## config.mk

```make
export PLATFORM = sky130hd
export DESIGN_NAME = scm_sample_clock
export DESIGN_NICKNAME = d
export VERILOG_FILES = /design/src/pkg/scm_pkg.sv /design/src/hw/scm_sample_clock.sv
export VERILOG_INCLUDE_DIRS = /design/src /design/src/pkg
export SDC_FILE = /design/constraint.sdc
export NUM_CORES = 1
export LEC_CHECK = 0
export ABC_CLOCK_PERIOD_IN_PS = 8000
export BUFFER_PORTS_ARGS = -buffer_cell sky130_fd_sc_hd__buf_2
export CAP_MARGIN = 20
export CORE_MARGIN = 4
export CORE_UTILIZATION = 50
export CTS_CLUSTER_DIAMETER = 200
export DETAILED_ROUTE_END_ITERATION = 8
export PLACE_DENSITY = 0.71
export SYNTH_ARGS = -nofsm -noshare
export SYNTH_HDL_FRONTEND = slang
export SYNTH_SLANG_ARGS = --single-unit
```

## constraint.sdc

```tcl
create_clock -name clk -period 8 [get_ports clk]
set_clock_uncertainty 0.1 [all_clocks]
set_input_delay 1.2 -clock clk [delete_from_list [all_inputs] [get_ports clk]]
set_output_delay 1.2 -clock clk [all_outputs]
set_load 0.03 [all_outputs]
```

## src/pkg/scm_map.svh

```systemverilog
`ifndef SCM_MAP_SVH
`define SCM_MAP_SVH
// ==========================================
// Clock rates and frequency limits, in Hz
`define SCM_CLK_HZ 27'd40000000
`define SCM_FREQ_MIN_HZ 27'd10
`define SCM_FREQ_MAX_HZ 27'd105000000
`define SCM_BAND_LO_HZ 27'd2000000
`define SCM_BAND_HI_HZ 27'd4000000
`define SCM_EXT_FAST_MIN_HZ 27'd2000000
// Longest edge gap on the external fast clock, in clk cycles
`define SCM_EXT_GAP_CYC (`SCM_CLK_HZ / `SCM_EXT_FAST_MIN_HZ)
// ==========================================
// Waveform length limits, in samples
`define SCM_LEN_MIN 25'd24
`define SCM_LEN_MAX_SMALL 25'd4000000
`define SCM_LEN_MAX_LARGE 25'd16000000
`define SCM_FAST_STEP_MASK 25'h0000003
// ==========================================
// Reset values
`define SCM_RST_FREQ_HZ 27'd3000000
`endif

```

## src/pkg/scm_pkg.sv

```systemverilog
package scm_pkg;
	typedef enum logic [2:0] {
		SCM_OP_NOP = 3'b000,
		SCM_OP_SET_FREQ = 3'b001,
		SCM_OP_SET_SRC = 3'b010,
		SCM_OP_LOAD_WAVE = 3'b011,
		SCM_OP_TRIGGER = 3'b100,
		SCM_OP_LOAD_SETUP = 3'b101,
		SCM_OP_STOP = 3'b110
	} scm_op_t;
	typedef enum logic [1:0] {
		SCM_ARG_NONE = 2'b00,
		SCM_ARG_SLOW = 2'b01,
		SCM_ARG_FAST = 2'b10
	} scm_mode_arg_t;
	typedef enum logic {
		SCM_MODE_SLOW = 1'b0,
		SCM_MODE_FAST = 1'b1
	} scm_mode_t;
	typedef enum logic [1:0] {
		SCM_SRC_INTERNAL = 2'b00,
		SCM_SRC_EXT_SLOW = 2'b01,
		SCM_SRC_EXT_FAST = 2'b10
	} scm_src_t;
	typedef enum logic {
		SCM_ST_IDLE = 1'b0,
		SCM_ST_RUN = 1'b1
	} scm_run_t;
	typedef struct packed {
		scm_op_t op;
		logic [26:0] freq_hz;
		scm_mode_arg_t mode_arg;
		scm_src_t src;
		logic [24:0] wave_len;
		logic segmented_waveform;
		logic [26:0] seg_freq_hz;
	} scm_cmd_t;
	typedef struct packed {
		logic freq_range;
		logic seg_locked;
		logic wave_short;
		logic wave_step;
		logic wave_long;
		logic ext_clock_low;
	} scm_err_t;
endpackage

```

## src/hw/scm_sample_clock.sv

```systemverilog
`timescale 1ns/1ps
`include "scm_map.svh"
// Behaviour
// - Accept sample frequencies from 10 Hz to 105 MHz; fetch at that rate up to 40 MHz, once per clk above it.
// - Fetch one buffered sample per sample clock tick and present it.
// - Below 2 MHz force SLOW, above 4 MHz force FAST, ignore mode arg.
// - Between 2 and 4 MHz apply requested mode, else keep current mode.
// - SLOW mode allows lengths 24 up to 4M or 16M in single steps.
// - FAST mode requires length a multiple of four within same limits.
// - Loaded waveform breaking length or step limits posts matching errors.
// - Writing a frequency selects internal clock, connector becomes output.
// - External slow or fast makes connector an input fed by partner.
// - Segmented waveform blocks frequency change; query reports segment rate.
// - Power-up and setup load always return to internal clock.
// - External fast clock under 2 MHz halts output, warns, clears running.
module scm_sample_clock
	import scm_pkg::*;
(
	input wire logic clk, // 40 MHz system clock
	input wire logic resetn, // Asynchronous reset, active low
	input wire logic large_memory, // High on the larger-memory variant
	input wire logic cmd_valid, // Command strobe, one cycle
	input wire scm_cmd_t cmd, // Command payload
	input wire logic clk_conn_i, // Rear clock connector, input level
	output logic clk_conn_o, // Rear clock connector, driven level
	output logic clk_conn_oe, // Rear clock connector drive enable
	output logic sample_rd_en, // Sample fetch strobe to the buffer
	output logic [24:0] sample_addr, // Buffer address being fetched
	input wire logic [15:0] sample_data, // Buffer read data for sample_addr
	output logic [15:0] dac_data, // Sample presented to the converters
	output logic running, // Output running status bit
	output scm_mode_t mode, // Clock mode in effect
	output scm_src_t clock_source, // Selected clock source
	output logic [26:0] freq_report, // Frequency answer to a query
	output logic err_valid, // Error entries valid, one cycle
	output scm_err_t err // Error entries posted to the queue
);
	typedef struct packed {
		scm_src_t src;
		scm_mode_t mode;
		logic [26:0] freq;
		logic [26:0] seg_freq;
		logic segmented;
		logic loaded;
		logic [24:0] wave_len;
		scm_run_t run;
		logic [26:0] acc;
		logic [24:0] addr;
		logic ext_prev;
		logic [26:0] gap;
		logic conn;
		logic [15:0] dac;
		logic err_valid;
		scm_err_t err;
	} scm_state_t;

	scm_state_t st_reg;
	scm_state_t st_next;
	logic [1:0] rst_sync_reg;
	logic rst_n;
	logic tick;
	logic [27:0] acc_sum;
	logic [24:0] len_max;
	logic len_ok;
	logic in_range;

	// ==========================================
	// Reset release
	always_ff @(posedge clk or negedge resetn) begin
		if (!resetn) begin
			rst_sync_reg <= 2'b00;
		end else begin
			rst_sync_reg <= {rst_sync_reg[0], 1'b1};
		end
	end
	assign rst_n = rst_sync_reg[1];

	// ==========================================
	// Sample tick and length check
	assign acc_sum = {1'b0, st_reg.acc} + {1'b0, st_reg.freq};
	assign len_max = large_memory ? `SCM_LEN_MAX_LARGE : `SCM_LEN_MAX_SMALL;
	assign in_range = (cmd.freq_hz >= `SCM_FREQ_MIN_HZ) &&
		(cmd.freq_hz <= `SCM_FREQ_MAX_HZ);
	assign len_ok = st_reg.loaded && (st_reg.wave_len >= `SCM_LEN_MIN) &&
		(st_reg.wave_len <= len_max) &&
		((st_reg.mode == SCM_MODE_SLOW) ||
		((st_reg.wave_len & `SCM_FAST_STEP_MASK) == 25'h0000000));

	always_comb begin
		if (st_reg.src == SCM_SRC_INTERNAL) begin
			// Rates at or above clk give one fetch every cycle
			tick = (st_reg.freq >= `SCM_CLK_HZ) || (acc_sum >= {1'b0, `SCM_CLK_HZ});
		end else begin
			tick = clk_conn_i && !st_reg.ext_prev;
		end
	end

	// ==========================================
	// Next state
	always_comb begin
		st_next = st_reg;
		st_next.err = '0;
		st_next.err_valid = 1'b0;
		st_next.ext_prev = clk_conn_i;
		if (st_reg.src == SCM_SRC_INTERNAL && st_reg.freq < `SCM_CLK_HZ) begin
			st_next.acc = tick ? 27'(acc_sum - {1'b0, `SCM_CLK_HZ}) : acc_sum[26:0];
		end
		if (st_reg.src == SCM_SRC_INTERNAL && tick) begin
			st_next.conn = !st_reg.conn;
		end
		if (tick || st_reg.run == SCM_ST_IDLE) begin
			st_next.gap = 27'h0000000;
		end else if (st_reg.gap < `SCM_EXT_GAP_CYC) begin
			st_next.gap = st_reg.gap + 27'h0000001;
		end
		case (st_reg.run)
			SCM_ST_IDLE: begin
			end
			SCM_ST_RUN: begin
				if (tick) begin
					st_next.dac = sample_data;
					st_next.addr = (st_reg.addr + 25'h0000001 >= st_reg.wave_len) ?
						25'h0000000 : st_reg.addr + 25'h0000001;
				end
				if (st_reg.src == SCM_SRC_EXT_FAST &&
					st_reg.gap >= `SCM_EXT_GAP_CYC) begin
					st_next.run = SCM_ST_IDLE;
					st_next.err.ext_clock_low = 1'b1;
					st_next.err_valid = 1'b1;
				end
			end
			default: begin
				st_next.run = SCM_ST_IDLE;
			end
		endcase
		if (cmd_valid) begin
			case (cmd.op)
				SCM_OP_SET_FREQ: begin
					if (st_reg.segmented) begin
						st_next.err.seg_locked = 1'b1;
						st_next.err_valid = 1'b1;
					end else if (!in_range) begin
						st_next.err.freq_range = 1'b1;
						st_next.err_valid = 1'b1;
					end else begin
						st_next.freq = cmd.freq_hz;
						st_next.acc = 27'h0000000;
						st_next.src = SCM_SRC_INTERNAL;
						if (cmd.freq_hz < `SCM_BAND_LO_HZ) begin
							st_next.mode = SCM_MODE_SLOW;
						end else if (cmd.freq_hz > `SCM_BAND_HI_HZ) begin
							st_next.mode = SCM_MODE_FAST;
						end else if (cmd.mode_arg == SCM_ARG_SLOW) begin
							st_next.mode = SCM_MODE_SLOW;
						end else if (cmd.mode_arg == SCM_ARG_FAST) begin
							st_next.mode = SCM_MODE_FAST;
						end
					end
				end
				SCM_OP_SET_SRC: begin
					st_next.src = cmd.src;
					if (cmd.src == SCM_SRC_EXT_SLOW) begin
						st_next.mode = SCM_MODE_SLOW;
					end else if (cmd.src == SCM_SRC_EXT_FAST) begin
						st_next.mode = SCM_MODE_FAST;
					end
				end
				SCM_OP_LOAD_WAVE: begin
					st_next.run = SCM_ST_IDLE;
					st_next.addr = 25'h0000000;
					st_next.loaded = 1'b1;
					st_next.wave_len = cmd.wave_len;
					st_next.segmented = cmd.segmented_waveform;
					st_next.seg_freq = cmd.seg_freq_hz;
					st_next.err.wave_short = cmd.wave_len < `SCM_LEN_MIN;
					st_next.err.wave_long = cmd.wave_len > len_max;
					st_next.err.wave_step = (st_reg.mode == SCM_MODE_FAST) &&
						((cmd.wave_len & `SCM_FAST_STEP_MASK) != 25'h0000000);
					st_next.err_valid = st_next.err.wave_short ||
						st_next.err.wave_long || st_next.err.wave_step;
				end
				SCM_OP_TRIGGER: begin
					if (len_ok) begin
						st_next.run = SCM_ST_RUN;
						st_next.gap = 27'h0000000;
					end
				end
				SCM_OP_LOAD_SETUP: begin
					st_next.src = SCM_SRC_INTERNAL;
				end
				SCM_OP_STOP: begin
					st_next.run = SCM_ST_IDLE;
				end
				default: begin
				end
			endcase
		end
	end

	always_ff @(posedge clk or negedge rst_n) begin
		if (!rst_n) begin
			st_reg <= '{src: SCM_SRC_INTERNAL, mode: SCM_MODE_SLOW,
				freq: `SCM_RST_FREQ_HZ, run: SCM_ST_IDLE, default: '0};
		end else begin
			st_reg <= st_next;
		end
	end

	// ==========================================
	// Outputs
	assign clk_conn_o = st_reg.conn;
	assign clk_conn_oe = (st_reg.src == SCM_SRC_INTERNAL);
	assign sample_rd_en = (st_reg.run == SCM_ST_RUN) && tick;
	assign sample_addr = st_reg.addr;
	assign dac_data = st_reg.dac;
	assign running = (st_reg.run == SCM_ST_RUN);
	assign mode = st_reg.mode;
	assign clock_source = st_reg.src;
	assign freq_report = st_reg.segmented ? st_reg.seg_freq : st_reg.freq;
	assign err_valid = st_reg.err_valid;
	assign err = st_reg.err;

	logic set_ok;
	assign set_ok = cmd_valid && cmd.op == SCM_OP_SET_FREQ && in_range &&
		!st_reg.segmented;
endmodule

```

==> flow_summary.json, run 1 <==
{
  "status": "finished clean",
  "cts_buffers": 17,
  "crit_path_end_kind": "output pin",
  "hold_path.class": "reg -> reg",
  "rsz0062_at_grt": "no",
  "crit_buf_inv": 2,
  "drt_iter0_drc": 954,
  "initial_utilization_pct": 50.74,
  "totalNegativeSetupSlack_ns": 0,
  "max_freq_mhz": 161.7,
  "post_drt_wl_per_cell_um": 20.74,
  "cp_data_arrival_time_ns": 4.89,
  "fp.dieW_um": 167.9,
  "yosys_warnings": 0,
  "coreArea_um2": 25180,
  "firstDrtPassIters": 8,
  "grt_start_max_net_pins": 86,
  "viasPerCell": 6.048,
  "multi_input_area_um2": 7156,
  "ys_async_sr_fraction_pct": 100.0,
  "yosys.cell_count.top_type": "nand2_1",
  "cts_tree": "done",
  "setup_viol": 0,
  "h-tree-depth": 4,
  "power_density_nw_per_um2": 370.4,
  "drt_wl_total_um": 38680,
  "routabilityCongestion": 0.9471,
  "critPathSlowestCell": "o21ai_4",
  "power_leakage_nw": 6.800,
  "fin_nets": 1705,
  "cts.hold.buffers_added": 0,
  "grt_first_pass_wirelength_um": 61310,
  "ant_nets": 0,
  "rows": 58,
  "slew_headroom_pct": 32.60,
  "hpwl_um": 28810,
  "critPathKind": "reg -> out",
  "cts_buffer_depth": 2,
  "syn_nets": 1602,
  "power_frac_clock_pct": 16.9,
  "die_y_um": 167.9,
  "cp.required_ns": 6.70,
  "syn2layout_area_growth_pct": 10.98,
  "root_buffer": "clkbuf_16",
  "ios": 190,
  "synth_edf_count": 0,
  "ys_seq_elements": 191,
  "largest_reg_flops": 136,
  "grt_usage_pct": 27.13,
  "io_buffers": 189,
  "diodes": 0,
  "worst_hold_startpoint": "rst_sync_reg[0]$_DFF_PN0_",
  "drv_slew": 0,
  "fin_util_pct": 56.31,
  "drc_errors": 0,
  "clkLatencyLatePin_ns": 0.45,
  "regArea_um2": 4796,
  "critical_path.max_stage_delay_ns": 0.67,
  "via_count": 11280,
  "pwr-share-comb_pct": 56.8,
  "grt_antenna_before_repair": 0,
  "power_frac_seq_pct": 26.2,
  "grt_overflow_total": 0,
  "swShare_pct": 48.19,
  "synthDistinctLibCells": 90,
  "clkSinkCount": 191,
  "ys_seq_area_share_pct": 37.51,
  "period_minus_slack_ns": 6.185,
  "final_hold_viol_count": 0,
  "synth_top_area_share_pct": 35.45,
  "yosysTopAreaCell": "dfrtp_1",
  "internal_power_mw": 2.721,
  "cap_violations": 0,
  "drive_gt1_share_pct": 20.78,
  "critPathTopFamily": "compound AO/OA/AOI/OAI gates",
  "grt_pass1_vias": 11130,
  "startpoint_type": "flop",
  "ys.flop_type": "dfrtp_1",
  "min_period_over_period_pct": 77.32,
  "synth.top_cells.by_count": "nand2_1, dfrtp_1, o21ai_0",
  "setup.worst_path.start": "st_reg[159]$_DFFE_PN0P_",
  "tightest_slew_ns": 0.9969,
  "irDropWorstVdd_uv": 216.1,
  "worstReg2RegStart": "st_reg[159]$_DFFE_PN0P_",
  "fillers": 2268,
  "syn-instance-count": 1419,
  "synth.avg_cell_area_um2": 9.004,
  "path_cells": "ha_1, fa_1, a21o_1, a221oi_2, nor3_1, or3_1, a2111o_1, a31o_4, nor4b_4, o21ai_4, nand2_2, inv_2, buf_2",
  "ys_top_cells_by_area": "dfrtp_1, ha_1, nand2_1",
  "synth_area_um2": 12780,
  "path_clk_slew_ns": 0.08,
  "cts_resized": 0,
  "dieArea_um2": 28170,
  "crit_fanout": 22,
  "p_switching_mw": 2.531,
  "post-cts-setup-buffer-count": 0
}
[through the flow]
stage | power [mW] | setup slack (ns) | cell area (um2) | std cells | hold WS, ns
after floorplan | 3.606 | 2.201 | 12780 | 1419 | 0.2312
after global placement | 4.289 | 2.464 | 13550 | 1832 | 0.2384
after detailed placement | 4.313 | 2.362 | 13550 | 1832 | 0.2404
after CTS | 5.222 | 1.853 | 14150 | 1864 | 0.2637
after global routing | 5.611 | 1.619 | 14180 | 1865 | 0.2774
final | 5.251 | 1.815 | 14180 | 1865 | 0.2589
[power groups by stage]
| stage | registers, mW | clock network [mW] | logic (mW) |
|---|---|---|---|
| floorplan | 1.33 | 0 | 2.27 |
| global placement | 1.38 | 0 | 2.91 |
| detailed placement | 1.39 | 0 | 2.92 |
| finish | 1.38 | 0.889 | 2.98 |
| global route | 1.40 | 0.949 | 3.26 |
| CTS | 1.38 | 0.906 | 2.94 |
[layout by cell type, fill, tap and decap left out, drive strengths merged, types with 20 or more instances in the layout]
cell     n
a21o    27
a21oi   61
and2    34
and3    20
buf    201
dfrtp  181
ha      74
inv     47
mux2    66
nand2  236
nand3   51
nand4   27
nor2    66
nor3    32
nor4    26
o21ai   81
xnor2   39
[metal layers]
metal	share of wire (%)	GRT usage [%]	vias to the layer above	wire length [um]
li1	-	-	5267	-
met1	45	37.62	5458	17240
met2	45	42.42	468	17240
met3	7.2	5.119	87	2782
met4	3.7	10.30	0	1416
met5	0	0	-	0
[path summary, 6_finish.rpt]
check	to	slack, ns	cells past startpoint
setup / recovery	sample_rd_en	1.81	13
hold / removal	rst_sync_reg[1]$_DFF_PN0_	0.26	0
setup reg to reg	dac_data[15]$_DFFE_PN0P_	2.64	14
hold reg to reg	rst_sync_reg[1]$_DFF_PN0_	0.26	0
max in group asynchronous	st_reg[180]$_DFFE_PN1P_	6.11	2
min in group asynchronous	st_reg[132]$_DFFE_PN0P_	0.38	0
[cell type report]
| type | count | area share, % |
|---|---|---|
| sequential | 191 | 33.82 |
| multi-input combinational | 1070 | 50.47 |
| clock inverter | 14 | 1.235 |
| clock buffer | 18 | 3.027 |
| inverter | 41 | 1.085 |
| tap | 330 | 2.912 |
| timing repair buffer | 201 | 7.448 |
[kinds of logic (layout without fill, tap and decap cells)]
logic type / after synthesis / after routing / share of synthesized area [%]
other: 1 / 1 / 0.02935
muxes: 84 / 84 / 7.257
adders and majority gates: 75 / 75 / 7.404
xor gates and xnor gates: 50 / 50 / 3.428
buffers and inverters: 158 / 274 / 6.601
AOI/OAI and AO/OA: 308 / 308 / 16.62
and+or+nand+nor: 552 / 552 / 21.15
DFF: 191 / 191 / 37.51
(Power assumes the default switching activity.)
==> inputs of run 2 (changes only) <==
ABC_AREA = 1   (was not set)
ABC_CLOCK_PERIOD_IN_PS = 5400   (was 8000)
PLACE_DENSITY = 0.74   (was 0.71)
clock period = 5.4 ns   (was 8 ns; I/O delays follow)
==> run 2 against run 1 <==
  * Die area up 5.0%
  * Routed wire length down 2.0%
  * Critical endpoint unchanged
  * Register-to-register slack worse by 1.6 ns
  * Worst hold slack worse by 0.22 ns
  * Cell count up 28%
  * Power up 70%
  * Sequential share of layout area down 1.7 points
  * Sequential power up 61%
  * Core utilization up 0.47 points
  * Clock-buffer cell count unchanged
  * Setup slack worse by 1.0 ns
==> flow_summary.json, run 2 <==
{
  "yosys.cell_count.top_type": "nand2_1",
  "cts_tree": "done",
  "via_count": 12770,
  "initial_utilization_pct": 51.20,
  "synth_area_um2": 13450,
  "power_leakage_nw": 7.965,
  "coreArea_um2": 26280,
  "viasPerCell": 5.346,
  "preCtsSetupSlack_ns": 1.028,
  "cap_violations": 0,
  "cts_buffer_depth": 2,
  "totalNegativeSetupSlack_ns": 0,
  "clkSinkCount": 191,
  "largest_reg_flops": 136,
  "crit_fanout": 21,
  "power_frac_clock_pct": 14.1,
  "ys_async_sr_fraction_pct": 100.0,
  "die_y_um": 172.0,
  "grt_usage_pct": 26.05,
  "status": "finished clean",
  "drive_gt1_share_pct": 16.27,
  "final_hold_viol_count": 0,
  "final_cell_mix": "nand2_1, inv_1, nor2_1, buf_2, dfrtp_1",
  "synth.top_cells.by_count": "nand2_1, inv_1, nor2_1",
  "syn_nets": 2102,
  "clkLatencyLatePin_ns": 0.44,
  "irDropWorstVdd_uv": 268.9,
  "grt_pass1_vias": 12280,
  "grt_first_pass_wirelength_um": 62340,
  "cts_resized": 0,
  "root_buffer": "clkbuf_16",
  "setup_viol": 0,
  "synth_top_area_share_pct": 33.67,
  "io_buffers": 189,
  "ys_seq_area_share_pct": 35.62,
  "critPathKind": "reg -> out",
  "drv_slew": 0,
  "ys_seq_elements": 191,
  "fp.dieW_um": 172.0,
  "synth.avg_cell_area_um2": 7.011,
  "cp.required_ns": 4.49,
  "routabilityCongestion": 0.9818,
  "cts_buffers": 17,
  "period_minus_slack_ns": 4.609,
  "ys.flop_type": "dfrtp_1",
  "finalWorstSetupSlack_ns": 0.7911,
  "startpoint_type": "flop",
  "ys_top_cells_by_area": "dfrtp_1, nand2_1, inv_1",
  "power_density_nw_per_um2": 597.6,
  "crit_path_end_kind": "output pin",
  "grt_overflow_total": 0,
  "p_switching_mw": 4.673,
  "yosysTopAreaCell": "dfrtp_1",
  "drc_errors": 0,
  "swShare_pct": 52.40,
  "hold_path.class": "in -> async",
  "post-cts-setup-buffer-count": 0,
  "drt_wl_total_um": 37910,
  "firstDrtPassIters": 6,
  "hpwl_um": 29660,
  "layout_commonest_cell": "nand2_1",
  "yosys_warnings": 0,
  "post_drt_wl_per_cell_um": 15.87,
  "slew_headroom_pct": 39.10,
  "fin_nets": 2223,
  "max_freq_mhz": 217.0,
  "tightest_slew_ns": 0.9135,
  "min_period_over_period_pct": 85.35,
  "rows": 59,
  "synth_edf_count": 0,
  "grt_antenna_before_repair": 1,
  "syn2layout_area_growth_pct": 10.91,
  "internal_power_mw": 4.244,
  "cp_data_arrival_time_ns": 3.70,
  "h-tree-depth": 4,
  "grt_start_max_net_pins": 123,
  "rsz0062_at_grt": "no",
  "cts.hold.buffers_added": 0,
  "rrSetupSlack_ns": 1.02,
  "synthDistinctLibCells": 51,
  "drt_iter0_drc": 1017,
  "pwr-share-comb_pct": 61.0,
  "ant_nets": 0,
  "path_clk_slew_ns": 0.08,
  "ios": 190,
  "power_frac_seq_pct": 24.9,
  "dieArea_um2": 29600,
  "syn-instance-count": 1919
}
==> run 2: power by group through the flow <==
stage / clock network (mW) / registers [mW] / logic, mW
final: 1.26 / 2.22 / 5.44
after global routing: 1.35 / 2.27 / 6.12
after CTS: 1.28 / 2.21 / 5.37
after detailed placement: 0 / 2.23 / 5.34
after global placement: 0 / 2.22 / 5.27
after floorplan: 0 / 2.14 / 4.28
==> run 2: path summary, 6_finish.rpt <==
kind / startpoint / end / cells past startpoint
hold reg to reg: rst_sync_reg[0]$_DFF_PN0_ / rst_sync_reg[1]$_DFF_PN0_ / 0
setup reg to reg: st_reg[77]$_DFF_PN0_ / sample_addr[22]$_DFF_PN0_ / 23
setup / recovery: st_reg[77]$_DFF_PN0_ / sample_rd_en / 20
max in group asynchronous: rst_sync_reg[1]$_DFF_PN0_ / st_reg[27]$_DFF_PN0_ / 1
hold / removal: resetn / rst_sync_reg[0]$_DFF_PN0_ / 1
min in group clk: rst_sync_reg[0]$_DFF_PN0_ / rst_sync_reg[1]$_DFF_PN0_ / 0
==> run 2: cells by family (layout without fill, tap and decap cells) <==
kind of cell	after synthesis	count (layout)	synth area share [%]
flops	191	191	35.62
buf+inv	400	534	12.95
fa+ha+maj	75	75	7.031
xor+xnor	31	31	2.018
compound gates	215	215	8.537
mux	29	29	2.427
simple gates	977	977	31.40
other cells	1	2	0.02787
==> run 2: critical path, stage by stage, from the launching register on <==
cell and delay, ns:
dfrtp_1 0.38, ha_1 0.25, fa_1 0.44, nand3_1 0.11, nand3_1 0.16, nand2_1 0.11
nand2_1 0.07, nand2_1 0.09, nand2_1 0.09, nand2_1 0.10, nand3_1 0.07, nand2_1 0.17
nand2_1 0.12, nor2_1 0.14, nand2_1 0.07, nand2_1 0.07, inv_2 0.04, nand3_4 0.17
nand2_4 0.21, nor2_4 0.15, buf_2 0.22
==> run 2: final cells by class <==
class / count / area (um2)
Fill cell: 2533 / 11360
Multi-Input combinational cell: 1328 / 6938
Sequential cell: 191 / 4796
Inverter: 305 / 1145
Timing Repair Buffer: 197 / 1039
Clock buffer: 18 / 439.2
Tap cell: 335 / 419.2
Clock inverter: 14 / 143.9
Antenna cell: 1 / 2.502
==> run 2: per-stage QoR <==
| stage | utilization, % | total power, mW | instance area, um2 | hold slack [ns] | instances |
|---|---|---|---|---|---|
| finish | 56.78 | 8.917 | 14920 | 0.04364 | 2389 |
| global route | 56.78 | 9.747 | 14920 | 0.02585 | 2389 |
| detailed placement | 54.42 | 7.570 | 14300 | 0.2524 | 2354 |
| floorplan | - | 6.422 | 13460 | 0.2311 | 1919 |
| global placement | 54.42 | 7.494 | 14300 | 0.2400 | 2354 |
| CTS | 56.64 | 8.870 | 14880 | 0.03353 | 2386 |
==> run 2: per-layer routing <==
| metal | up-vias | global-route usage, % | part of all wire (%) |
|---|---|---|---|
| li1 | 6336 | - | - |
| met1 | 5985 | 38.86 | 47 |
| met2 | 404 | 39.37 | 44 |
| met3 | 46 | 4.412 | 6.8 |
| met4 | 0 | 6.972 | 2.1 |
| met5 | - | 0 | 0 |
